## config.mk

```make
export PLATFORM = sky130hd
export DESIGN_NAME = nvsr_ctrl
export DESIGN_NICKNAME = d
export VERILOG_FILES = /design/src/core/nvsr_pkg.sv /design/src/core/nvsr_ctrl.sv
export VERILOG_INCLUDE_DIRS = /design/src /design/src/core
export SDC_FILE = /design/constraint.sdc
export NUM_CORES = 1
export LEC_CHECK = 0
export BUFFER_PORTS_ARGS = -buffer_cell sky130_fd_sc_hd__clkbuf_2
export CORE_ASPECT_RATIO = 1.75
export CORE_MARGIN = 10
export CORE_UTILIZATION = 60
export CTS_CLUSTER_DIAMETER = 120
export CTS_CLUSTER_SIZE = 30
export DETAILED_ROUTE_END_ITERATION = 16
export HOLD_SLACK_MARGIN = 0.15
export PLACE_DENSITY = 0.77
export SETUP_SLACK_MARGIN = 0.3
export SKIP_LAST_GASP = 1
export SLEW_MARGIN = 10
export SYNTH_ARGS = -nofsm -noshare
export SYNTH_HDL_FRONTEND = slang
export SYNTH_SLANG_ARGS = --single-unit
```

## constraint.sdc

```tcl
create_clock -name sys_clk_i -period 3.8 [get_ports sys_clk_i]
set_input_delay 0.57 -clock sys_clk_i [delete_from_list [all_inputs] [get_ports sys_clk_i]]
set_output_delay 0.57 -clock sys_clk_i [all_outputs]
set_load 0.02 [all_outputs]
```

## src/core/nvsr_regs.svh

```systemverilog
// constants for the nonvolatile store/recall controller
// assumes a 40 MHz system clock; all times are in nanoseconds
`ifndef NVSR_REGS_SVH
`define NVSR_REGS_SVH

`define NVSR_CLK_PERIOD_NS 25

// operation times; plain defaults, override per part
`define NVSR_STORE_TIME_NS 1000000
`define NVSR_DELAY_TIME_NS 1000
`define NVSR_DRIVE_HIGH_NS 100
`define NVSR_POST_RELEASE_NS 100
`define NVSR_PWRUP_RECALL_NS 2000000
`define NVSR_RECALL_TIME_NS 100000

// nv opcodes
`define NVSR_OP_STORE 8'hA1
`define NVSR_OP_RECALL 8'hA2
`define NVSR_OP_AUTOSAVE_ON 8'hA3
`define NVSR_OP_AUTOSAVE_OFF 8'hA4

// reset values
`define NVSR_AUTOSAVE_RST 1'b1
`define NVSR_SYNC_RST 5'h11

`endif

```

## src/core/nvsr_pkg.sv

```systemverilog
// types for the nonvolatile store/recall controller
// used by nvsr_ctrl and by the test host, checker and bench
package nvsr_pkg;

  typedef enum logic [3:0] {
    ST_IDLE,
    ST_HW_WAIT,
    ST_HW_SKIP,
    ST_PF_WAIT,
    ST_ERASE,
    ST_PROG,
    ST_DRV_HI,
    ST_POST,
    ST_RCL_CLR,
    ST_RCL_COPY,
    ST_HALT
  } nvsr_state_e;

  typedef struct packed {
    logic cs_n;
    logic sck;
    logic si;
  } nvsr_spi_s;

  typedef struct packed {
    logic nv_erase;
    logic nv_program;
    logic sram_clear;
    logic nv_copy;
  } nvsr_ops_s;

endpackage : nvsr_pkg

```

## src/core/nvsr_ctrl.sv

```systemverilog
// store/recall sequencer between sram array and nv shadow cells
// assumes spi pins, power-fail and busy/store pin are asynchronous
// and that the memory datapath honours access_block_o
//
// Behaviour
// - store from power-fail, instruction or pin
// - store erases first, then programs
// - block memory until store finishes
// - busy shown on pin and ready bit
// - auto and pin stores need a write
// - store instruction stores when idle, written or not
// - power-fail waits delay unblocked, then conditionally stores
// - instruction store blocks for store time
// - pin low, wait delay, conditional store
// - pin store blocks while pin low
// - pin pulled low during any store
// - pin driven high briefly after pin or instruction store
// - block post-release time after pin high
// - recall clears sram then copies nv
// - power-up recall always runs
// - autosave on/off commands, volatile setting
// - sample si on rising sck edges
// - first byte of frame is opcode
// - power-fail ignores commands, lets write finish
`include "nvsr_regs.svh"
`timescale 1ns/1ps
`default_nettype none

module nvsr_ctrl #(
  parameter int STORE_NS = `NVSR_STORE_TIME_NS,
  parameter int DELAY_NS = `NVSR_DELAY_TIME_NS,
  parameter int DRVHI_NS = `NVSR_DRIVE_HIGH_NS,
  parameter int POST_NS = `NVSR_POST_RELEASE_NS,
  parameter int PWRUP_NS = `NVSR_PWRUP_RECALL_NS,
  parameter int RECALL_NS = `NVSR_RECALL_TIME_NS
) (
  input wire logic sys_clk_i,
  input wire logic resetn_i,
  input wire nvsr_pkg::nvsr_spi_s spi_i,
  input wire logic power_fail_i,
  input wire logic sram_write_i,
  input wire logic busy_store_pin_i,
  output logic busy_store_pin_o,
  output logic busy_store_pin_oe_o,
  output logic access_block_o,
  output logic ready_busy_o,
  output nvsr_pkg::nvsr_ops_s nv_op_o,
  output logic autosave_en_o,
  output logic dirty_o,
  output logic [7:0] opcode_o,
  output logic opcode_stb_o
);

  localparam int CW = 24;
  localparam int PER = `NVSR_CLK_PERIOD_NS;
  localparam logic [CW-1:0] ONE = {{(CW-1){1'b0}}, 1'b1};

  // least times: round up, never below one cycle
  function automatic logic [CW-1:0] cyc_up(input int ns);
    int c;
    c = (ns + PER - 1) / PER;
    if (c < 1) begin
      c = 1;
    end
    return c[CW-1:0];
  endfunction : cyc_up

  localparam logic [CW-1:0] C_ERASE = cyc_up(STORE_NS / 2);
  localparam logic [CW-1:0] C_PROG = cyc_up(STORE_NS - STORE_NS / 2);
  localparam logic [CW-1:0] C_DELAY = cyc_up(DELAY_NS);
  localparam logic [CW-1:0] C_DRVHI = cyc_up(DRVHI_NS);
  localparam logic [CW-1:0] C_POST = cyc_up(POST_NS);
  localparam logic [CW-1:0] C_PU_H = cyc_up(PWRUP_NS / 2);
  localparam logic [CW-1:0] C_RCL_H = cyc_up(RECALL_NS / 2);

  // input synchronisers
  logic [4:0] raw;
  logic [4:0] s1_ff;
  logic [4:0] s2_ff;
  logic sck_d_ff;
  logic cs_n;
  logic sck;
  logic si;
  logic pf;
  logic pin_hi;

  assign raw = {spi_i.cs_n, spi_i.sck, spi_i.si, power_fail_i, busy_store_pin_i};
  assign cs_n = s2_ff[4];
  assign sck = s2_ff[3];
  assign si = s2_ff[2];
  assign pf = s2_ff[1];
  assign pin_hi = s2_ff[0];

  always_ff @(posedge sys_clk_i or negedge resetn_i) begin
    if (!resetn_i) begin
      s1_ff <= `NVSR_SYNC_RST;
      s2_ff <= `NVSR_SYNC_RST;
      sck_d_ff <= 1'b0;
    end else begin
      s1_ff <= raw;
      s2_ff <= s1_ff;
      sck_d_ff <= sck;
    end
  end

  // opcode capture
  logic [3:0] bit_cnt_ff;
  logic [7:0] sh_ff;
  logic got_ff;
  logic sck_rise;
  logic byte_end;
  logic [7:0] op_word;

  // rising sck only
  // a mode 3 idle-high clock gives no rise until it toggles
  assign sck_rise = ~cs_n & sck & ~sck_d_ff;
  assign byte_end = sck_rise & ~got_ff & (bit_cnt_ff == 4'h7);
  assign op_word = {sh_ff[6:0], si};

  always_ff @(posedge sys_clk_i or negedge resetn_i) begin
    if (!resetn_i) begin
      bit_cnt_ff <= 4'h0;
      sh_ff <= 8'h00;
      got_ff <= 1'b0;
    end else if (cs_n) begin
      bit_cnt_ff <= 4'h0;
      got_ff <= 1'b0;
    end else if (sck_rise && !got_ff) begin
      sh_ff <= op_word;
      bit_cnt_ff <= bit_cnt_ff + 4'h1;
      got_ff <= byte_end;
    end
  end

  // sequencer
  nvsr_pkg::nvsr_state_e state_ff;
  nvsr_pkg::nvsr_state_e nxt_state;
  logic [CW-1:0] cnt_ff;
  logic [CW-1:0] nxt_cnt;
  logic [CW-1:0] lim;
  logic tdone;
  logic cnt_clr;
  logic pu_ff;
  logic src_auto_ff;
  logic dirty_ff;
  logic nxt_dirty;
  logic as_en_ff;
  logic cmd_ok;
  logic is_store;
  logic is_recall;
  logic is_on;
  logic is_off;
  logic nv_done;

  assign cmd_ok = byte_end & (state_ff == nvsr_pkg::ST_IDLE) & ~pf;
  assign is_store = cmd_ok & (op_word == `NVSR_OP_STORE);
  assign is_recall = cmd_ok & (op_word == `NVSR_OP_RECALL);
  assign is_on = cmd_ok & (op_word == `NVSR_OP_AUTOSAVE_ON);
  assign is_off = cmd_ok & (op_word == `NVSR_OP_AUTOSAVE_OFF);

  // power-up recall uses its own longer time
  assign lim =
    (state_ff == nvsr_pkg::ST_ERASE) ? C_ERASE :
    (state_ff == nvsr_pkg::ST_PROG) ? C_PROG :
    (state_ff == nvsr_pkg::ST_HW_WAIT) ? C_DELAY :
    (state_ff == nvsr_pkg::ST_PF_WAIT) ? C_DELAY :
    (state_ff == nvsr_pkg::ST_DRV_HI) ? C_DRVHI :
    (state_ff == nvsr_pkg::ST_POST) ? C_POST :
    pu_ff ? C_PU_H : C_RCL_H;
  assign tdone = (cnt_ff + ONE == lim);

  // post time counts only once the pin reads high
  assign cnt_clr = (nxt_state != state_ff) |
    ((state_ff == nvsr_pkg::ST_POST) & ~pin_hi);
  assign nxt_cnt = cnt_clr ? {CW{1'b0}} : cnt_ff + ONE;

  // completion of a store or recall
  assign nv_done = tdone & ((state_ff == nvsr_pkg::ST_PROG) |
    (state_ff == nvsr_pkg::ST_RCL_COPY));
  // write wins over a same-cycle clear
  assign nxt_dirty = sram_write_i | (dirty_ff & ~nv_done);

  always_comb begin
    nxt_state = state_ff;
    unique case (state_ff)
      nvsr_pkg::ST_IDLE: begin
        if (pf) begin
          nxt_state = nvsr_pkg::ST_PF_WAIT;
        end else if (is_store) begin
          nxt_state = nvsr_pkg::ST_ERASE;
        end else if (is_recall) begin
          nxt_state = nvsr_pkg::ST_RCL_CLR;
        end else if (!pin_hi) begin
          nxt_state = nvsr_pkg::ST_HW_WAIT;
        end
      end
      nvsr_pkg::ST_HW_WAIT: begin
        if (pf) begin
          nxt_state = nvsr_pkg::ST_PF_WAIT;
        end else if (tdone) begin
          nxt_state = dirty_ff ? nvsr_pkg::ST_ERASE : nvsr_pkg::ST_HW_SKIP;
        end
      end
      nvsr_pkg::ST_HW_SKIP: begin
        // held low with nothing to save: wait so it does not retrigger
        if (pf) begin
          nxt_state = nvsr_pkg::ST_PF_WAIT;
        end else if (pin_hi) begin
          nxt_state = nvsr_pkg::ST_IDLE;
        end
      end
      nvsr_pkg::ST_PF_WAIT: begin
        if (tdone) begin
          nxt_state = (as_en_ff && dirty_ff) ? nvsr_pkg::ST_ERASE
                                             : nvsr_pkg::ST_HALT;
        end
      end
      nvsr_pkg::ST_ERASE: begin
        if (tdone) begin
          nxt_state = nvsr_pkg::ST_PROG;
        end
      end
      nvsr_pkg::ST_PROG: begin
        if (tdone) begin
          nxt_state = src_auto_ff ? nvsr_pkg::ST_HALT : nvsr_pkg::ST_DRV_HI;
        end
      end
      nvsr_pkg::ST_DRV_HI: begin
        if (tdone) begin
          nxt_state = nvsr_pkg::ST_POST;
        end
      end
      nvsr_pkg::ST_POST: begin
        // held while the pin stays low
        if (pf) begin
          nxt_state = nvsr_pkg::ST_PF_WAIT;
        end else if (pin_hi && tdone) begin
          nxt_state = nvsr_pkg::ST_IDLE;
        end
      end
      nvsr_pkg::ST_RCL_CLR: begin
        if (tdone) begin
          nxt_state = nvsr_pkg::ST_RCL_COPY;
        end
      end
      nvsr_pkg::ST_RCL_COPY: begin
        // recall held the pin low; let it read high first,
        // else the released pin looks like a pin store request
        if (tdone) begin
          nxt_state = nvsr_pkg::ST_HW_SKIP;
        end
      end
      nvsr_pkg::ST_HALT: begin
        // power is going away; only reset leaves here
        nxt_state = nvsr_pkg::ST_HALT;
      end
    endcase
  end

  // registered outputs, decoded from the next state
  logic n_store;
  logic n_rcl;
  logic n_drvhi;
  logic n_block;
  nvsr_pkg::nvsr_ops_s n_ops;

  assign n_store = (nxt_state == nvsr_pkg::ST_ERASE) |
    (nxt_state == nvsr_pkg::ST_PROG);
  assign n_rcl = (nxt_state == nvsr_pkg::ST_RCL_CLR) |
    (nxt_state == nvsr_pkg::ST_RCL_COPY);
  assign n_drvhi = (nxt_state == nvsr_pkg::ST_DRV_HI);
  // block through store, recall and release
  // wait states stay open so a finishing write can land
  assign n_block = n_store | n_rcl | n_drvhi |
    (nxt_state == nvsr_pkg::ST_POST) | (nxt_state == nvsr_pkg::ST_HALT);
  assign n_ops = '{nv_erase: nxt_state == nvsr_pkg::ST_ERASE,
                   nv_program: nxt_state == nvsr_pkg::ST_PROG,
                   sram_clear: nxt_state == nvsr_pkg::ST_RCL_CLR,
                   nv_copy: nxt_state == nvsr_pkg::ST_RCL_COPY};

  always_ff @(posedge sys_clk_i or negedge resetn_i) begin
    if (!resetn_i) begin
      state_ff <= nvsr_pkg::ST_RCL_CLR;
      cnt_ff <= {CW{1'b0}};
      pu_ff <= 1'b1;
      src_auto_ff <= 1'b0;
    end else begin
      state_ff <= nxt_state;
      cnt_ff <= nxt_cnt;
      if (nv_done) begin
        pu_ff <= 1'b0;
      end
      if (state_ff == nvsr_pkg::ST_PF_WAIT) begin
        src_auto_ff <= 1'b1;
      end
    end
  end

  always_ff @(posedge sys_clk_i or negedge resetn_i) begin
    if (!resetn_i) begin
      dirty_ff <= 1'b0;
      as_en_ff <= `NVSR_AUTOSAVE_RST;
    end else begin
      dirty_ff <= nxt_dirty;
      if (is_on) begin
        as_en_ff <= 1'b1;
      end else if (is_off) begin
        as_en_ff <= 1'b0;
      end
    end
  end

  always_ff @(posedge sys_clk_i or negedge resetn_i) begin
    if (!resetn_i) begin
      busy_store_pin_o <= 1'b0;
      busy_store_pin_oe_o <= 1'b1;
      access_block_o <= 1'b1;
      ready_busy_o <= 1'b1;
      nv_op_o <= '{nv_erase: 1'b0, nv_program: 1'b0,
                   sram_clear: 1'b1, nv_copy: 1'b0};
      autosave_en_o <= `NVSR_AUTOSAVE_RST;
      dirty_o <= 1'b0;
      opcode_o <= 8'h00;
      opcode_stb_o <= 1'b0;
    end else begin
      // brief active high, then weak pull-up
      busy_store_pin_o <= n_drvhi;
      busy_store_pin_oe_o <= n_store | n_rcl | n_drvhi;
      access_block_o <= n_block;
      ready_busy_o <= n_store | n_rcl;
      nv_op_o <= n_ops;
      autosave_en_o <= is_on | (as_en_ff & ~is_off);
      dirty_o <= nxt_dirty;
      if (byte_end) begin
        opcode_o <= op_word;
      end
      opcode_stb_o <= cmd_ok;
    end
  end

endmodule : nvsr_ctrl

`default_nettype wire

```

* Word-level counts from Yosys, hierarchy flattened
Cells that the tools add are included.
** Cells by class
- Add/sub/neg operators :: 2
- Equality and inequality tests :: 24
- Muxes and demuxes :: 34
- Bitwise operators :: 31
- Reduce and logical (&&, ||, !) cells :: 8
** Operators with widths (count)
- $mux W16 :: 7
- $mux W4 :: 20
- $pmux W4 S11 :: 1
- $eq A4 B3 Y1 const B :: 9
- $eq A8 B8 Y1 const B :: 4
- $add A24 B1 Y24 const B :: 1
- $eq A24 B16 Y1 :: 1
- $eq A4 B4 Y1 const B :: 6
- $mux W24 :: 1
- $and A1 B1 Y1 :: 14
- $or A1 B1 Y1 :: 10
- $eq A4 B2 Y1 const B :: 2
- $not A1 Y1 :: 7
- $add A4 B1 Y4 const B :: 1
- $eq A4 B1 Y1 const B :: 1
- $logic_not A4 Y1 :: 1
- $mux W1 :: 4
- $ne A4 B4 Y1 :: 1
- $reduce_bool A2 Y1 :: 2
- $logic_and A1 B1 Y1 :: 3
- $mux W3 :: 1
- $reduce_and A2 Y1 :: 1
- $logic_not A1 Y1 :: 1
** Word-level totals
- Bits in registers :: 73
- Input port bits :: 8
- Output and inout bits :: 19

* Depth between registers and ports, before layout
- Word-level depth :: 18
- Gate-level depth with buffers :: 13

* Worst setup path after synthesis
OpenSTA, ideal clock, no wires.
- Path kind :: reg-to-reg
- Start :: register cnt_ff[0]
- End :: register cnt_ff[18]
- Library setup time :: 0.087 ns
- Arrival :: 3.184 ns
- Required time :: 3.713 ns
- Setup slack :: 0.530 ns
- Cell stages (with the launch flop) :: 14
- Path buffers :: 3
- Clock period less this slack :: 3.270 ns
- Cell sequence :: dfrtp_1 -> ha_1 -> nand3_1 -> buf_2 -> or3_1 -> nor4_1 -> xor2_1 -> a2111o_1 -> a221o_1 -> o21a_1 -> or3_1 -> buf_2 -> buf_6 -> a211oi_2
** Between the ends
- Word-level cells in the longest chain between the ends :: 9
- Elaborated cells on any way between the ends :: 17
- Those cells by class :: add/sub (1); eq/ne (2); mux (12); bitwise (1); reduce/logical (1)
** RTL lines
- from (decl) :: line nvsr_ctrl.sv:138 : logic [CW-1:0] cnt_ff;
- from (signal assigned) :: line nvsr_ctrl.sv:284 : cnt_ff <= {CW{1'b0}};
- from (signal assigned) :: line nvsr_ctrl.sv:289 : cnt_ff <= nxt_cnt;
- $add A24 B1 Y24 (*) :: line nvsr_ctrl.sv:170, nvsr_ctrl.sv:175
- $eq A24 B16 Y1 :: line nvsr_ctrl.sv:170 : assign tdone = (cnt_ff + ONE == lim);
- $logic_and A1 B1 Y1 :: line nvsr_ctrl.sv:237 : end else if (pin_hi && tdone) begin
- $mux W4 :: line nvsr_ctrl.sv:237
- $mux W4 :: line nvsr_ctrl.sv:235 : if (pf) begin
- $pmux W4 S11 :: line nvsr_ctrl.sv:185 : unique case (state_ff)
- $ne A4 B4 Y1 :: line nvsr_ctrl.sv:173 : assign cnt_clr = (nxt_state != state_ff) |
- $or A1 B1 Y1 :: line nvsr_ctrl.sv:173
- $mux W24 (*) :: line nvsr_ctrl.sv:175 : assign nxt_cnt = cnt_clr ? {CW{1'b0}} : cnt_ff + ONE;
- named net nxt_cnt[18] :: line nvsr_ctrl.sv:139 : logic [CW-1:0] nxt_cnt;
The timed path passes the listed nets; every way through them passes the cells marked *.
A chain may end at the register's enable or synchronous reset.

* Worst setup path after layout
- Start :: register cnt_ff[0]
- End :: register cnt_ff[6]
Same word-level chain as after synthesis.

==> impl_metrics.toml <==
[cts]
htreeDepth = 3
cts_tree = "done"
cts_made_buffers = 9
clkLatencyLatePin_ns = 0.34
hold_buffers = 0
clock_sinks = 73
clk_pin_slew_ns = 0.06
ctsRootBufferMaster = "clkbuf_16"
clockBufferDepth = 2

[place]
gp_congestion = 0.987
hpwl_um = 7950
placed_area_um2 = 4430
port_buffers = 26
place_inst = 545

[synth]
syn-num-nets = 454
synth-seq-area-share_pct = 44.2
synth_edf_count = 0
yosys_warnings = 0
netlist_area_um2 = 4170
yosysMostFrequentCell = "dfrtp_1"
synth_top_area_cell = "dfrtp_1"
synth_cell_types = 70
yosys-top-cells-area = "dfrtp_1 (37%), dfstp_2 (7.6%), nand2_1 (4.1%)"
syn_inst = 444
synth-seq-cells = 73
syn-mean-instance-area_um2 = 9.38
synth_common_cells = "dfrtp_1 (61), nand2_1 (46), a21oi_1 (34)"
synth-async-reset-ratio_pct = 100
yosys_most_used_dff = "dfrtp_1"
synth_top_area_share_pct = 36.6

[sta]
finalSetupTns_ns = 0
fin_skew_ns = 0.00414
fmax_ghz = 0.295
hold_viol = 0
finalCritPeriodShare_pct = 89.2
worst_pin_slew_ns = 0.900
grt_setup_unrepaired = "no"
finalSetupViolations = 0
slew_viol_final = 0
relSlewSlack_pct = 40.0
finalCriticalPeriod_ns = 3.39

[detailed_routing]
drtPass1Iterations = 5
drc = 0
wirelength_um = 11100
vias_per_cell = 6.55
wl_per_cell_um = 19.5
initialDrtViolationCount = 235
postRouteAntennaNets = 0
route.vias.total = 3720

[setup_path]
required_ns = 4.05
r2r-end = "cnt_ff[6]"
reg2regPathDepth = 11
worstSetupEndpointType = "flop"
path_class = "reg2reg"
arrival_ns = 3.64
ff2ff_setup_slack_ns = 0.41
r2r-start = "cnt_ff[0]"
worst_setup_path_start_kind = "flop"
path_max_fanout = 24

[min_path]
hold_depth = 1
holdPathEnd = "s1_ff[4]"
min_path_type = "in2reg"
hold_start = "spi_i[2]"

[final_layout]
instances_no_fill = 568
fillers = 532
fin_nets = 489
diodes = 0
layout-drive-gt1-share_pct = 24.6
area_growth_syn_to_layout_pct = 16.9
fin_area_um2 = 4870

[global_routing]
grt_overflow = 0
grt_start_max_net_pins = 74
antenna_found_initial = 0
grt_pass1_wl_um = 17700
grt_pass1_vias = 3691
grt_usage_pct = 20.2

[outcome]
status = "finished clean"

[die]
start_util_pct = 61.2
fp.dieH_um = 130
core_area_um2 = 6810
die_w_um = 83.0
die_area_um2 = 10800
pin_count = 27
rows = 40

[pwr]
peakVddDrop_mv = 0.434
leakage_nw = 2.08
p_per_area_nw_per_um2 = 699

[flow_run]
maxCapViolations = 0
-- per-stage QoR --
step                setup slack, ns  hold slack (ns)  util, %  power, W
floorplan                     0.530            0.274        -   0.00208
global placement              0.300            0.332     65.1   0.00246
detailed placement            0.248            0.336     65.1   0.00248
CTS                           0.301            0.292     69.4   0.00330
global route                  0.276            0.294     71.6   0.00360
finish                        0.409            0.301     71.6   0.00340
-- area by class of cell --
| class | count | area, um2 | share of cell area, % |
|---|---|---|---|
| Inverter | 11 | 41.3 | 0.847 |
| Clock inverter | 7 | 61.3 | 1.26 |
| Sequential cell | 73 | 1850 | 37.9 |
| Multi-Input combinational cell | 335 | 2270 | 46.6 |
| Timing Repair Buffer | 49 | 322 | 6.60 |
| Tap cell | 84 | 105 | 2.16 |
| Clock buffer | 9 | 225 | 4.62 |
-- worst max path at each step --
stage,from,to,slack (ns),cells after the start
floorplan,cnt_ff[0],cnt_ff[18],0.53,13
global placement,cnt_ff[0],nv_op_o[2],0.30,10
detailed placement,cnt_ff[0],busy_store_pin_o,0.25,10
CTS,cnt_ff[4],busy_store_pin_o,0.30,9
global route,cnt_ff[4],cnt_ff[8],0.28,11
finish,cnt_ff[0],cnt_ff[6],0.41,11
-- power breakdown --
group          switching, W  total, W  internal, W  leakage [nW]
logic              0.000986   0.00157     0.000584          1.02
clock network      0.000356  0.000808     0.000453         0.135
registers          0.000137   0.00103     0.000888         0.921
-- worst max-delay path, stage by stage (launching register included) --
cell and delay, ns:
dfrtp_1 0.41, buf_4 0.15, nand4_2 0.20, or3_4 0.46, nor2_1 0.14, xnor2_1 0.19, nand4_1 0.29, or3_4 0.48
o21a_1 0.21, or3_1 0.32, buf_6 0.19, a211oi_1 0.25
-- per-layer routing --
metal / GRT usage [%] / vias up / share of wire [%]
li1: - / 1692 / -
met1: 18.8 / 1803 / 35
met2: 38.0 / 163 / 55
met3: 3.93 / 62 / 4.2
met4: 15.5 / 0 / 6.0
met5: 0 / - / 0
-- cell families (layout without fill, tap and decap cells) --
| family | count (synthesis) | after routing | share of synthesized area (%) |
|---|---|---|---|
| AO/OA/AOI/OAI | 103 | 103 | 16.4 |
| flip-flops | 73 | 73 | 44.2 |
| XOR/XNOR | 27 | 27 | 6.70 |
| AND/OR/NAND/NOR | 187 | 187 | 24.0 |
| buffers and inverters | 36 | 76 | 3.69 |
| adder cells (fa/ha/maj) | 2 | 2 | 0.601 |
| multiplexers | 16 | 16 | 4.41 |
-- what timing repair did --
item                                    4_1_cts  5_1_grt
endpoints found under the setup margin       19       34
gates resized for setup                       2       21
setup buffers                                 0        7
pin swaps                                     0        2
-- layout by cell type (no fill, tap or decap), types with 4 or more instances in the layout --
cell type,count
a211oi_2,4
a21o_1,4
a21oi_1,33
and2_1,6
and3_1,4
buf_4,22
clkbuf_16,9
clkbuf_2,25
dfrtp_1,57
dfrtp_2,4
dfstp_2,12
inv_1,11
mux2_2,9
mux2i_1,6
nand2_1,46
nand2b_1,11
nand3_1,28
nand3b_1,5
nand4_1,6
nor2_1,24
nor3_1,12
nor3b_1,4
nor4_1,5
o211ai_1,5
o21ai_0,17
o31ai_1,6
or3_1,11
xnor2_1,14
xor2_1,10
-- state kept, by name, summed over array words and instances, names as in the netlist, 4 cells and up --
register    count
cnt_ff         24
opcode_o        8
sh_ff           7
s1_ff           5
s2_ff           5
bit_cnt_ff      4
nv_op_o         4
state_ff        4
(Power assumes the default switching activity.)
